--- src/rail_code_pkg.sv ---
package rail_code_pkg;

  // ****************************************************************
  // Register map
  // ****************************************************************
  localparam logic [7:0] CONV_E_SLEEP_CODE_OFS  = 8'h97;
  localparam logic [7:0] CONV_F_NORMAL_CODE_OFS = 8'h98;
  localparam logic [7:0] CONV_F_SLEEP_CODE_OFS  = 8'h99;
  localparam logic [7:0] LDO_B_CODES_OFS        = 8'h9a;
  localparam logic [7:0] LDO_C_CODES_OFS        = 8'h9b;

  // ****************************************************************
  // Field layout and reset values
  // ****************************************************************
  localparam int         CONV_CODE_LSB   = 1;
  localparam int         CONV_CODE_W     = 7;
  localparam int         DECAY_BIT       = 0;
  localparam int         LDO_SLEEP_LSB   = 4;
  localparam int         LDO_NORMAL_LSB  = 0;
  localparam int         LDO_CODE_W      = 4;
  localparam logic [7:0] REG_RESET       = 8'h00;
  localparam logic [7:0] UNMAPPED_READ   = 8'h00;

  // Request from the serial host port register logic
  typedef struct packed {
    logic       wr;
    logic       rd;
    logic [7:0] addr;
    logic [7:0] wdata;
  } reg_req_t;

  // Step range of the sixth converter code
  typedef enum logic {
    STEP_10MV,
    STEP_25MV
  } step_range_t;

endpackage

--- src/rail_voltage_code_regs.sv ---
// Functional notes
// - Fifth converter sleep code is bits 7:1 of its sleep register, 25 mV steps.
// - Sixth converter normal code is bits 7:1, 10 mV or 25 mV range.
// - Bit 0 clear: slew down to lower code; set: let output decay passively.
// - Sixth converter sleep code is bits 7:1 of its sleep register, same ranges.
// - Second LDO sleep code is bits 7:4 of its register.
// - Second LDO normal code is bits 3:0 of its register.
// - Third LDO: sleep code bits 7:4, normal bits 3:0, same table.
`timescale 1ns/100ps
module rail_voltage_code_regs (
  input  wire logic                    clock_i,           // 20 MHz system clock
  input  wire logic                    rst_i,             // Synchronous reset, active high
  input  wire rail_code_pkg::reg_req_t req_i,             // Register request
  input  wire logic                    f_range_25mv_i,    // Sixth converter uses 25 mV steps
  input  wire logic                    conv_e_sleep_i,    // Fifth converter in sleep mode
  input  wire logic                    conv_f_sleep_i,    // Sixth converter in sleep mode
  input  wire logic                    ldo_b_sleep_i,     // Second LDO in sleep mode
  input  wire logic                    ldo_c_sleep_i,     // Third LDO in sleep mode
  output logic [7:0]                   rdata_o,           // Read data, one cycle after rd
  output logic [6:0]                   conv_e_sleep_voltage_code_o, // Fifth converter sleep code
  output logic [6:0]                   conv_f_code_o,     // Sixth converter applied code
  output rail_code_pkg::step_range_t   conv_f_range_o,    // Sixth converter step range
  output logic                         conv_f_slew_down_o, // Actively slewing to lower code
  output logic                         conv_f_decay_o,    // Passively decaying to lower code
  output logic [3:0]                   ldo_b_code_o,      // Second LDO applied code
  output logic [3:0]                   ldo_c_code_o       // Third LDO applied code
);

  // ****************************************************************
  // Register storage
  // ****************************************************************
  logic [7:0] conv_e_sleep_code_r,  conv_e_sleep_code_nxt;
  logic [7:0] conv_f_normal_code_r, conv_f_normal_code_nxt;
  logic [7:0] conv_f_sleep_code_r,  conv_f_sleep_code_nxt;
  logic [7:0] ldo_b_codes_r,        ldo_b_codes_nxt;
  logic [7:0] ldo_c_codes_r,        ldo_c_codes_nxt;
  logic [7:0] rdata_nxt;

  // Drop bit 0 of sleep registers so reserved bit always reads zero
  function automatic logic [7:0] sleep_field(input logic [7:0] d);
    sleep_field = {d[7:1], 1'b0};
  endfunction

  // Write decode and read mux
  always_comb begin
    conv_e_sleep_code_nxt  = conv_e_sleep_code_r;
    conv_f_normal_code_nxt = conv_f_normal_code_r;
    conv_f_sleep_code_nxt  = conv_f_sleep_code_r;
    ldo_b_codes_nxt        = ldo_b_codes_r;
    ldo_c_codes_nxt        = ldo_c_codes_r;
    rdata_nxt              = rdata_o;
    if (req_i.wr) begin
      if (req_i.addr == rail_code_pkg::CONV_E_SLEEP_CODE_OFS) begin
        conv_e_sleep_code_nxt = sleep_field(req_i.wdata);
      end else if (req_i.addr == rail_code_pkg::CONV_F_NORMAL_CODE_OFS) begin
        conv_f_normal_code_nxt = req_i.wdata;
      end else if (req_i.addr == rail_code_pkg::CONV_F_SLEEP_CODE_OFS) begin
        conv_f_sleep_code_nxt = sleep_field(req_i.wdata);
      end else if (req_i.addr == rail_code_pkg::LDO_B_CODES_OFS) begin
        ldo_b_codes_nxt = req_i.wdata;
      end else if (req_i.addr == rail_code_pkg::LDO_C_CODES_OFS) begin
        ldo_c_codes_nxt = req_i.wdata;
      end
    end
    // Read returns the stored image; a same-cycle write shows next read
    if (req_i.rd) begin
      if (req_i.addr == rail_code_pkg::CONV_E_SLEEP_CODE_OFS) begin
        rdata_nxt = conv_e_sleep_code_r;
      end else if (req_i.addr == rail_code_pkg::CONV_F_NORMAL_CODE_OFS) begin
        rdata_nxt = conv_f_normal_code_r;
      end else if (req_i.addr == rail_code_pkg::CONV_F_SLEEP_CODE_OFS) begin
        rdata_nxt = conv_f_sleep_code_r;
      end else if (req_i.addr == rail_code_pkg::LDO_B_CODES_OFS) begin
        rdata_nxt = ldo_b_codes_r;
      end else if (req_i.addr == rail_code_pkg::LDO_C_CODES_OFS) begin
        rdata_nxt = ldo_c_codes_r;
      end else begin
        rdata_nxt = rail_code_pkg::UNMAPPED_READ;
      end
    end
  end

  // Register update
  always_ff @(posedge clock_i) begin
    if (rst_i) begin
      conv_e_sleep_code_r  <= rail_code_pkg::REG_RESET;
      conv_f_normal_code_r <= rail_code_pkg::REG_RESET;
      conv_f_sleep_code_r  <= rail_code_pkg::REG_RESET;
      ldo_b_codes_r        <= rail_code_pkg::REG_RESET;
      ldo_c_codes_r        <= rail_code_pkg::REG_RESET;
      rdata_o              <= rail_code_pkg::REG_RESET;
    end else begin
      conv_e_sleep_code_r  <= conv_e_sleep_code_nxt;
      conv_f_normal_code_r <= conv_f_normal_code_nxt;
      conv_f_sleep_code_r  <= conv_f_sleep_code_nxt;
      ldo_b_codes_r        <= ldo_b_codes_nxt;
      ldo_c_codes_r        <= ldo_c_codes_nxt;
      rdata_o              <= rdata_nxt;
    end
  end

  // ****************************************************************
  // Applied codes towards the regulators
  // ****************************************************************
  logic [6:0] conv_e_nxt, conv_f_nxt;
  logic [3:0] ldo_b_nxt, ldo_c_nxt;
  logic       slew_nxt, decay_nxt;
  rail_code_pkg::step_range_t range_nxt;

  // Pick sleep or normal code per rail, the fifth converter always taking its sleep code; a drop in the sixth converter
  // code starts a slew or a passive decay, held until the code changes
  // again, since the analog side decides when the output has settled
  always_comb begin
    conv_e_nxt = conv_e_sleep_code_r[rail_code_pkg::CONV_CODE_LSB +: rail_code_pkg::CONV_CODE_W];
    conv_f_nxt = conv_f_sleep_i
      ? conv_f_sleep_code_r[rail_code_pkg::CONV_CODE_LSB +: rail_code_pkg::CONV_CODE_W]
      : conv_f_normal_code_r[rail_code_pkg::CONV_CODE_LSB +: rail_code_pkg::CONV_CODE_W];
    ldo_b_nxt = ldo_b_sleep_i
      ? ldo_b_codes_r[rail_code_pkg::LDO_SLEEP_LSB +: rail_code_pkg::LDO_CODE_W]
      : ldo_b_codes_r[rail_code_pkg::LDO_NORMAL_LSB +: rail_code_pkg::LDO_CODE_W];
    ldo_c_nxt = ldo_c_sleep_i
      ? ldo_c_codes_r[rail_code_pkg::LDO_SLEEP_LSB +: rail_code_pkg::LDO_CODE_W]
      : ldo_c_codes_r[rail_code_pkg::LDO_NORMAL_LSB +: rail_code_pkg::LDO_CODE_W];
    range_nxt = f_range_25mv_i ? rail_code_pkg::STEP_25MV : rail_code_pkg::STEP_10MV;
    slew_nxt  = conv_f_slew_down_o;
    decay_nxt = conv_f_decay_o;
    if (conv_f_nxt < conv_f_code_o) begin
      slew_nxt  = !conv_f_normal_code_r[rail_code_pkg::DECAY_BIT];
      decay_nxt = conv_f_normal_code_r[rail_code_pkg::DECAY_BIT];
    end else if (conv_f_nxt > conv_f_code_o) begin
      slew_nxt  = 1'b0;
      decay_nxt = 1'b0;
    end
  end

  // The rail sleep inputs are assumed already synchronous to clock_i
  always_ff @(posedge clock_i) begin
    if (rst_i) begin
      conv_e_sleep_voltage_code_o <= 7'h00;
      conv_f_code_o               <= 7'h00;
      conv_f_range_o              <= rail_code_pkg::STEP_10MV;
      conv_f_slew_down_o          <= 1'b0;
      conv_f_decay_o              <= 1'b0;
      ldo_b_code_o                <= 4'h0;
      ldo_c_code_o                <= 4'h0;
    end else begin
      conv_e_sleep_voltage_code_o <= conv_e_nxt;
      conv_f_code_o               <= conv_f_nxt;
      conv_f_range_o              <= range_nxt;
      conv_f_slew_down_o          <= slew_nxt;
      conv_f_decay_o              <= decay_nxt;
      ldo_b_code_o                <= ldo_b_nxt;
      ldo_c_code_o                <= ldo_c_nxt;
    end
  end

  // ****************************************************************
  // Assertions
  // ****************************************************************
  AST_E_SLEEP_CODE: assert property (@(posedge clock_i) disable iff (rst_i)
    req_i.wr && req_i.addr == rail_code_pkg::CONV_E_SLEEP_CODE_OFS
    |=> ##1 conv_e_sleep_voltage_code_o == $past(req_i.wdata[7:1], 2))
    else $error("fifth converter sleep code not applied");

  AST_F_NORMAL_CODE: assert property (@(posedge clock_i) disable iff (rst_i)
    !conv_f_sleep_i |=> conv_f_code_o == $past(conv_f_normal_code_r[7:1]))
    else $error("sixth converter normal code not applied");

  // A drop is seen one edge after it was launched, so the decay bit
  // that chose the response is the one of the previous cycle
  AST_F_DECAY: assert property (@(posedge clock_i) disable iff (rst_i)
    conv_f_code_o < $past(conv_f_code_o)
      |-> conv_f_decay_o == $past(conv_f_normal_code_r[0])
      && conv_f_slew_down_o == !$past(conv_f_normal_code_r[0]))
    else $error("slew or decay choice wrong on code drop");

  // A rising code ends any slew or decay in progress
  AST_F_RISE_CLEAR: assert property (@(posedge clock_i) disable iff (rst_i)
    conv_f_code_o > $past(conv_f_code_o) |-> !conv_f_slew_down_o && !conv_f_decay_o)
    else $error("slew or decay flag left set after code rise");

  // An unchanged code keeps the choice made at the last drop
  AST_F_FLAGS_HOLD: assert property (@(posedge clock_i) disable iff (rst_i)
    conv_f_code_o == $past(conv_f_code_o)
      |-> $stable(conv_f_slew_down_o) && $stable(conv_f_decay_o))
    else $error("slew or decay flag changed with steady code");

  AST_F_SLEEP_CODE: assert property (@(posedge clock_i) disable iff (rst_i)
    conv_f_sleep_i |=> conv_f_code_o == $past(conv_f_sleep_code_r[7:1]))
    else $error("sixth converter sleep code not applied");

  AST_LDO_B_SLEEP: assert property (@(posedge clock_i) disable iff (rst_i)
    ldo_b_sleep_i |=> ldo_b_code_o == $past(ldo_b_codes_r[7:4]))
    else $error("second LDO sleep code wrong");

  AST_LDO_B_NORMAL: assert property (@(posedge clock_i) disable iff (rst_i)
    !ldo_b_sleep_i |=> ldo_b_code_o == $past(ldo_b_codes_r[3:0]))
    else $error("second LDO normal code wrong");

  AST_LDO_C_CODE: assert property (@(posedge clock_i) disable iff (rst_i)
    req_i.wr && req_i.addr == rail_code_pkg::LDO_C_CODES_OFS ##1 ldo_c_sleep_i
    |=> ldo_c_code_o == $past(req_i.wdata[7:4], 2))
    else $error("third LDO sleep code wrong");

  AST_RESERVED_ZERO: assert property (@(posedge clock_i) disable iff (rst_i)
    req_i.rd && (req_i.addr == rail_code_pkg::CONV_E_SLEEP_CODE_OFS
      || req_i.addr == rail_code_pkg::CONV_F_SLEEP_CODE_OFS) |=> rdata_o[0] == 1'b0)
    else $error("reserved sleep bit reads nonzero");

  // Fifth converter code follows its register whatever the traffic
  AST_E_SLEEP_FOLLOW: assert property (@(posedge clock_i) disable iff (rst_i)
    1'b1 |=> conv_e_sleep_voltage_code_o == $past(conv_e_sleep_code_r[7:1]))
    else $error("fifth converter sleep code does not follow register");

  // Step range strap is passed on one cycle later
  AST_F_RANGE: assert property (@(posedge clock_i) disable iff (rst_i)
    1'b1 |=> conv_f_range_o == ($past(f_range_25mv_i)
      ? rail_code_pkg::STEP_25MV : rail_code_pkg::STEP_10MV))
    else $error("sixth converter step range wrong");

  // Third LDO sleep code applies in any sleeping cycle, not only after writes
  AST_LDO_C_SLEEP: assert property (@(posedge clock_i) disable iff (rst_i)
    ldo_c_sleep_i |=> ldo_c_code_o == $past(ldo_c_codes_r[7:4]))
    else $error("third LDO sleep code not applied");

  // Third LDO normal code applies while awake
  AST_LDO_C_NORMAL: assert property (@(posedge clock_i) disable iff (rst_i)
    !ldo_c_sleep_i |=> ldo_c_code_o == $past(ldo_c_codes_r[3:0]))
    else $error("third LDO normal code not applied");

endmodule

--- config.mk ---
export PLATFORM = sky130hd
export DESIGN_NAME = rail_voltage_code_regs
export DESIGN_NICKNAME = d
export VERILOG_FILES = /design/src/rail_code_pkg.sv /design/src/rail_voltage_code_regs.sv
export SDC_FILE = /design/constraint.sdc
export NUM_CORES = 1
export LEC_CHECK = 0
export BUFFER_PORTS_ARGS = -buffer_cell sky130_fd_sc_hd__buf_4
export CAP_MARGIN = 10
export CORE_AREA = 8 8 74 102
export CTS_BUF_LIST = sky130_fd_sc_hd__clkbuf_4
export CTS_CLUSTER_SIZE = 28
export DETAILED_ROUTE_END_ITERATION = 7
export DIE_AREA = 0 0 82 110
export GPL_ROUTABILITY_DRIVEN = 0
export PLACE_DENSITY = 0.75
export SLEW_MARGIN = 0
export SYNTH_ARGS = -nofsm -noshare
export SYNTH_HDL_FRONTEND = slang
export SYNTH_SLANG_ARGS = --single-unit
--- constraint.sdc ---
create_clock -name clock_i -period 2.3 [get_ports clock_i]
set_clock_uncertainty 0.1 [all_clocks]
set_input_delay 0.115 -clock clock_i [delete_from_list [all_inputs] [get_ports clock_i]]
set_output_delay 0.115 -clock clock_i [all_outputs]
set_load 0.005 [all_outputs]
# Word-level counts from Yosys, hierarchy flattened
# Cells that the tools add are included.
# Widths: inputs -> output; s select.
# word_totals
regBits	71
inputBits	25
out_inout_bits	33
word_cells	43
# classes
magnitude_cmp	2
n_eq_ne	5
mux	12
bitwise	4
reduce_logical	7
# op_table
cell	count
$eq 8x8->1 const B	5
$mux 8	5
$mux 4	2
$gt 7x7->1	1
$lt 7x7->1	1
$mux 7	1
$reduce_and 6->1	1
$reduce_and 5->1	1
$mux 1	4
$not 1->1	4
$reduce_and 4->1	1
$reduce_and 3->1	1
$reduce_and 2->1	1
$reduce_bool 2->1	1
$logic_not 1->1	1

# Depth between registers and ports, before layout
# Gate-level depths: netlist of run 1.
# logic_depth
depth_word	6
mapped_depth	8
depth_no_buf	7

# Worst setup path before layout of run 1
# Ideal clock, no wire load.
# synth_path
path_type	input to register
start	input conv_f_sleep_i
end	register conv_f_decay_o
setup_time_ns	0.075
arrival_ns	1.974
t_required_ns	2.125
setup_slack_ns	0.151
stages	8
path_cell_list	clkbuf_1 mux2_2 ha_1 nor2b_1 o211ai_1 a21oi_1 or3b_2 o22ai_1
# synth_between
elab_chain_len	3
# synth_rtl
item	line_no	rtl
start: declaration	rail_voltage_code_regs.sv:16	input wire logic conv_f_sleep_i,
$mux 7 *	rail_voltage_code_regs.sv:116	? conv_f_sleep_code_r[rail_code_pkg::CONV_CODE_LSB +: rail_code_pkg::CONV_CODE_W]
via conv_f_nxt[1]	rail_voltage_code_regs.sv:105	logic [6:0] conv_e_nxt, conv_f_nxt;
$lt 7x7->1 / $gt 7x7->1 (equally long branches)	rail_voltage_code_regs.sv:127, rail_voltage_code_regs.sv:130	
$mux 1 / $reduce_bool 2->1 (equally long branches)	n/a	
end signal: assignment	rail_voltage_code_regs.sv:151	conv_f_decay_o <= decay_nxt;
end: declaration	rail_voltage_code_regs.sv:24	output logic conv_f_decay_o,
# The timed path passes the listed nets; every way through them passes the cells marked *.
# A chain may end at the register's enable or synchronous reset.

# Worst setup path in the final report of run 1
# layout_path
start	register conv_f_sleep_code_r[2]
end	register conv_f_decay_o
# layout_between
elab_chain_len	3
# layout_rtl
item	line_no	rtl
start: declaration	rail_voltage_code_regs.sv:34	logic [7:0] conv_f_sleep_code_r, conv_f_sleep_code_nxt;
start signal: assignment	rail_voltage_code_regs.sv:88	conv_f_sleep_code_r <= rail_code_pkg::REG_RESET;
start signal: assignment	rail_voltage_code_regs.sv:95	conv_f_sleep_code_r <= conv_f_sleep_code_nxt;
$mux 7 *	rail_voltage_code_regs.sv:116	
via conv_f_nxt[1]	rail_voltage_code_regs.sv:105	
$lt 7x7->1 / $gt 7x7->1 (equally long branches)	rail_voltage_code_regs.sv:127, rail_voltage_code_regs.sv:130	
$mux 1 / $reduce_bool 2->1 (equally long branches)	n/a	
# Marked as above.

==> results of run 1 <==
timing repair:
| item | in CTS | in global routing |
|---|---|---|
| endpoints found under the hold margin | 55 | 0 |
| endpoints found under the setup margin | 0 | 0 |
| hold buffers | 13 | 0 |
worst max-delay path: cells and delay by family (launching register included):
kind	cells	cell delay (ns)
AOI/OAI and AO/OA	3	0.44
adders and majority gates	1	0.29
DFF	1	0.34
and+or+nand+nor	2	0.59
muxes	1	0.29
registers in the layout, summed over array words and instances (netlist names):
signal / flops
conv_e_sleep_voltage_code_o: 7
rdata_o: 8
conv_e_sleep_code_r: 7
conv_f_normal_code_r: 8
conv_f_sleep_code_r: 7
ldo_c_code_o: 4
conv_f_range_o: 1
ldo_b_code_o: 4
ldo_b_codes_r: 8
conv_f_decay_o: 1
conv_f_code_o: 7
ldo_c_codes_r: 8
conv_f_slew_down_o: 1
cell usage after synthesis (all sizes together), types with 2 or more instances:
cell type  count  area [um^2]
dfxtp         71         1420
nor2          40          150
mux2i         33          330
nand2         25         93.8
a21oi         19         95.1
nor2b         15         93.8
clkbuf        12         45.0
buf           11         85.1
nand3         11         55.1
inv            9         33.8
a211oi         7         52.6
a22oi          7         52.6
ha             7         87.6
mux4           7          158
mux2           6         67.6
nand4          2         12.5
nand4b         2         17.5
o22ai          2         12.5
power groups by stage:
stage	logic (W)	registers, W	clock network [W]
floorplan	0.0000633	0.00127	0
global placement	0.000121	0.00127	0
detailed placement	0.000122	0.00127	0
CTS	0.000140	0.00124	0.00104
global route	0.000150	0.00124	0.00110
finish	0.000138	0.00124	0.00101
through the flow:
step                      total power (W)  util (%)  hold slack [ns]  std cells
after floorplan                   0.00133         -            0.143        297
after global placement            0.00139      55.7            0.226        405
after detailed placement          0.00139      55.7            0.244        405
after CTS                         0.00242      60.9           0.0252        434
after global routing              0.00249      61.0           0.0322        435
final                             0.00239      61.0           0.0437        435
logic make-up after synthesis:
group / share of synthesized area (%)
multiplexers: 18.8
buffers and inverters: 5.54
AO/OA/AOI/OAI: 7.86
AND/OR/NAND/NOR: 16.8
flip-flops: 48.0
adder cells (fa/ha/maj): 2.96
routing by layer:
layer	track usage, %	part of all wire [%]
met1	19.0	42
met3	3.08	5.7
met4	8.19	2.6
met2	24.8	50
met5	0	0
area by class of cell:
cell class | count | area [um^2]
Multi-Input combinational cell | 194 | 1370
Inverter | 9 | 33.8
Clock inverter | 5 | 106
Antenna cell | 1 | 2.50
Sequential cell | 71 | 1420
Tap cell | 72 | 90.1
Fill cell | 536 | 2360
Clock buffer | 11 | 82.6
Timing Repair Buffer | 72 | 573
worst min-delay path by stage:
stage / end / depth (start not counted) / slack, ns
final: conv_f_code_o[0] / 3 / 0.04
after global routing: conv_f_code_o[0] / 3 / 0.03
after detailed placement: conv_f_range_o / 2 / 0.24
after global placement: conv_f_range_o / 2 / 0.23
after floorplan: conv_f_range_o / 1 / 0.14
after CTS: conv_f_code_o[0] / 3 / 0.03
==> summary.txt, run 1 <==
Die
  – I/O pin cnt: 58
  – Die X: just over 80 um
  – Initial Utilization: 49.0%
  – Die Area: ~0.009 mm^2
  – Die height: 110 um
  – Core Rows: 34
  – Core area: 0.00604 mm^2

Timing
  – TNS Setup: 0 ns
  – Fmax: 466 MHz
  – Worst slew margin: 54.6%
  – Slew Viols, Final: 0
  – # setup viols final: 0
  – Final WS setup: 0.156 ns
  – Final Hold Viols: 0
  – Slew @ Worst Pin: slightly below 0.7 ns
  – Tmin final: 2.14 ns
  – Unrepaired setup endpoints after global routing: no
  – Final period util: around 93%

Synthesis
  – YS warnings: 0
  – Synth Area per Inst: 9.96 um^2
  – Sequential area share after synthesis: about half
  – Syn Std Cell Area: 0.00296 mm^2
  – Post-synth EDFFs: 0
  – Seq cells post-synth: between 70 and 80
  – Syn Nets: 329
  – Yosys cell types: 31
  – Post-synth ARST share: 0%
  – Mapped Cells: 297
  – Post-synth top flop: dfxtp_1

Setup path
  – Critical Path End: conv_f_decay_o
  – Critical path class: reg2reg
  – Reg2reg end: conv_f_decay_o
  – WP data arrival: between 2 and 2.5 ns
  – Peak per-stage delay on the critical path: 0.46 ns
  – R2R depth: 7
  – Critical Path Start: conv_f_sleep_code_r[2]
  – Crit-path cells: mux2_2, ha_1, nor2b_1, o211ai_1, a21oi_1, or3b_2, o22ai_1
  – Crit path max fanout: 3
  – Setup crit end kind: register
  – CP max-delay cell: or3b_2
  – R2R Path Start: conv_f_sleep_code_r[2]
  – Worst path required time: approximately 2.5 ns
  – Worst setup SP type: register
  – Flop2flop setup slack: 0.16 ns

GRT
  – First-pass GRT wire length: 10,800 um
  – GRT Resource Usage Total: 15.4%
  – Antenna violations before repair: 1
  – Gr ovfl total: 0
  – Vias in the first global route: 2,260
  – Largest net degree at the start of global routing: 72

Clock network
  – CTS Sinks: 71
  – Clock Tree Buf Depth: 2
  – Post_cts resized: 0
  – Setup repair bufs after CTS: 0
  – Clock transition at path regs: between 0.1 and 0.15 ns
  – Root Driver: clkbuf_4
  – TritonCTS clock tree: done
  – Clk Latency, worst-skew pair: 0.41 ns
  – # H-tree levels: 3
  – Num CTS Buffers: 9

Drt
  – Via count: 2,234
  – Drc violations: 0
  – Total wire length: ~6500 um
  – Pre-antenna DRT Iters: 4
  – Wire per inst: 15.0 um
  – Initial DRC count: 119
  – Vias per cell: between 5 and 6
  – Post-DRT Antenna Nets: 0

Place
  – Post-DP HPWL: 4700 um
  – Post-place setup slack: 0.154 ns
  – Area after DPL: 0.00336 mm^2
  – Port Buf Inserts: 56

Layout
  – P&R area growth vs syn: 24.5%
  – Most frequent cells in the layout: 71 x dfxtp_1, 59 x buf_4, 40 x nor2_1
  – Layout cell share with drive strength beyond 1: 25.1%
  – Fin nets: 389
  – Commonest non-fill, non-tap cell in the layout: dfxtp_1
  – Design Area, Final: 0.00368 mm^2

Pwr
  – P_sw: 0.000509 W
  – Combinational share of power: 5.8%
  – Pwr per Cell Area: between 600 and 700 mW/mm^2
  – LEAKAGE: 1.50 nW
  – Clock share of power: a little over two fifths
  – Sequential share of power: 51.9%
  – Peak VDD IR: 0.000476 V
  – Cell-internal power: 0.00188 W
  – Switching Share: 21.3%

Hold path
  – Hold Path Class: in2reg
  – Hold Startpoint: conv_f_sleep_i

Job
  – Max Cap Viol: 0

Status
  – Status: finished clean
Power figures use the tool's default switching activity.
==> run 2: changes to the inputs <==
--- a/config.mk
+++ b/config.mk
@@ -14,6 +14,7 @@
 export DIE_AREA = 0 0 82 110
 export GPL_ROUTABILITY_DRIVEN = 0
 export PLACE_DENSITY = 0.75
+export SETUP_SLACK_MARGIN = 0.5
 export SLEW_MARGIN = 0
 export SYNTH_ARGS = -nofsm -noshare
 export SYNTH_HDL_FRONTEND = slang
==> run 2 against run 1 <==
Against the previous run: cell area is 0.41% lower; die area stayed put; count of clock-buffer cells in the layout stayed put.
==> summary.txt, run 2 (synthesis results as in run 1) <==
Pwr
  – Peak VDD IR: 0.000347 V
  – Pwr per Cell Area: 557 mW/mm^2
  – LEAKAGE: 1.49 nW

Clock network
  – Num CTS Buffers: 9
  – CTS Sinks: 71
  – Clk Latency, worst-skew pair: roughly 0.42 ns
  – Clock transition at path regs: around 0.11 ns
  – TritonCTS clock tree: done
  – Root Driver: clkbuf_4
  – Clock Tree Buf Depth: 2
  – # H-tree levels: 3

Setup path
  – Worst path required time: approximately 2.5 ns
  – R2R Path Start: conv_f_normal_code_r[2]
  – Critical path class: reg2reg
  – CP max-delay cell: or3b_4
  – Setup crit end kind: register
  – Peak per-stage delay on the critical path: 0.39 ns
  – Crit path max fanout: 3
  – Reg2reg end: conv_f_decay_o
  – Worst setup SP type: register
  – WP data arrival: 2.22 ns
  – R2R depth: 7
  – Flop2flop setup slack: 0.32 ns
  – Crit-path cells: mux2_4, ha_4, nor2b_1, o211ai_1, a21oi_1, or3b_4, o22ai_2

GRT
  – Gr ovfl total: 0
  – First-pass GRT wire length: 11,300 um
  – GRT Resource Usage Total: 16.5%
  – Antenna violations before repair: 1
  – Largest net degree at the start of global routing: 72
  – Vias in the first global route: ~2,400

Layout
  – Design Area, Final: 0.00367 mm^2
  – Fin nets: 391
  – Layout cell share with drive strength beyond 1: 27.2%
  – P&R area growth vs syn: 24.0%
  – Commonest non-fill, non-tap cell in the layout: dfxtp_1
  – Fillers: ~540
  – Most frequent cells in the layout: 70 x dfxtp_1, 61 x buf_4, 40 x nor2_1

Timing
  – # setup viols final: 0
  – Tmin final: 1.98 ns
  – TNS Setup: 0 ns
  – Slew @ Worst Pin: a little under 0.7 ns
  – Slew Viols, Final: 0
  – Final Hold Viols: 0
  – Final period util: 85.9%
  – Worst slew margin: approximately 54%
  – Fmax: 506 MHz
  – Unrepaired setup endpoints after global routing: yes

Job
  – Max Cap Viol: 0

Die
  – Die Area: 0.00902 mm^2
  – Die height: 110 um
  – Initial Utilization: 49.0%
  – I/O pin cnt: 58
  – Core area: 0.00604 mm^2
  – Core Rows: 34
  – Die X: around 82 um

Drt
  – Pre-antenna DRT Iters: 4
  – Total wire length: 6910 um
  – Via count: 2,272
  – Wire per inst: 15.8 um
  – Vias per cell: about 5.2
  – Post-DRT Antenna Nets: 0
  – Drc violations: 0
  – Initial DRC count: 137

Hold path
  – Cells on Worst Hold Path: 3
  – Hold Path Class: in2reg
  – Hold Startpoint: conv_f_sleep_i
  – WHS Endpoint: conv_f_code_o[0]

Place
  – Post-DP HPWL: 4850 um
  – Port Buf Inserts: 56
  – Area after DPL: 0.00339 mm^2

Status
  – Status: finished clean
-- run 2: changes by cell type in the layout (fill, tap and decap cells not counted), moves of 2 or more --
cell / delta
bufinv_16: -3
ha_4: +2
clkinv_2: +5
o22ai_1: -2
o22ai_2: +2
buf_4: +2
ha_1: -2
-- run 2: power breakdown --
group / switching (W) / total [W] / internal (W)
sequential: 0.00000386 / 0.00124 / 0.00124
combinational: 0.0000706 / 0.000140 / 0.0000697
clock: 0.000423 / 0.000661 / 0.000238
-- run 2: final cells by class --
class                      count  area [um^2]  share of cell area (%)
sequential                    71         1420                    38.8
multi-input combinational    194         1420                    38.7
timing repair buffer          74          588                    16.0
tap                           72         90.1                    2.46
clock buffer                  11         82.6                    2.25
inverter                       9         33.8                   0.921
clock inverter                 5         25.0                   0.682
antenna                        2         5.00                   0.136
-- run 2: repair_timing --
action | CTS | global route
hold buffers | 13 | 0
hold endpoints to repair | 55 | 0
buffers inserted | 1 | 0
gates resized for setup | 5 | 0
endpoints found under the setup margin | 2 | 2
pin swaps | 3 | 0
-- run 2: layer usage --
metal / track usage, % / part of all wire (%) / vias up
met3: 3.98 / 5.3 / 13
met5: 0 / 0 / -
met2: 27.0 / 52 / 48
met4: 10.7 / 2.6 / 0
li1: - / - / 1152
met1: 18.7 / 40 / 1059
-- run 2: stage by stage --
step,total power [W],util [%],instances,setup slack (ns),hold WS (ns)
after floorplan,0.00133,-,297,0.441,0.143
after global placement,0.00139,56.1,406,0.294,0.227
after detailed placement,0.00139,56.1,406,0.215,0.235
after CTS,0.00206,60.6,436,0.323,0.0352
after global routing,0.00213,60.7,437,0.245,0.0418
final,0.00204,60.7,438,0.324,0.0394
-- run 2: worst max path at each step --
stage                                 start                 end  slack (ns)  depth (start not counted)
floorplan           conv_f_normal_code_r[2]      conv_f_decay_o        0.44                          7
global placement             conv_f_sleep_i      conv_f_decay_o        0.29                          7
detailed placement           conv_f_sleep_i  conv_f_slew_down_o        0.21                          7
CTS                 conv_f_normal_code_r[2]      conv_f_decay_o        0.32                          7
global route        conv_f_normal_code_r[2]  conv_f_slew_down_o        0.25                          7
finish              conv_f_normal_code_r[2]      conv_f_decay_o        0.32                          7
-- run 2: critical path, delay by kind of cell (launching register included) --
family / cells / cell delay [ns]
fa+ha+maj: 1 / 0.22
compound gates: 3 / 0.44
flops: 1 / 0.34
mux: 1 / 0.29
simple gates: 2 / 0.51
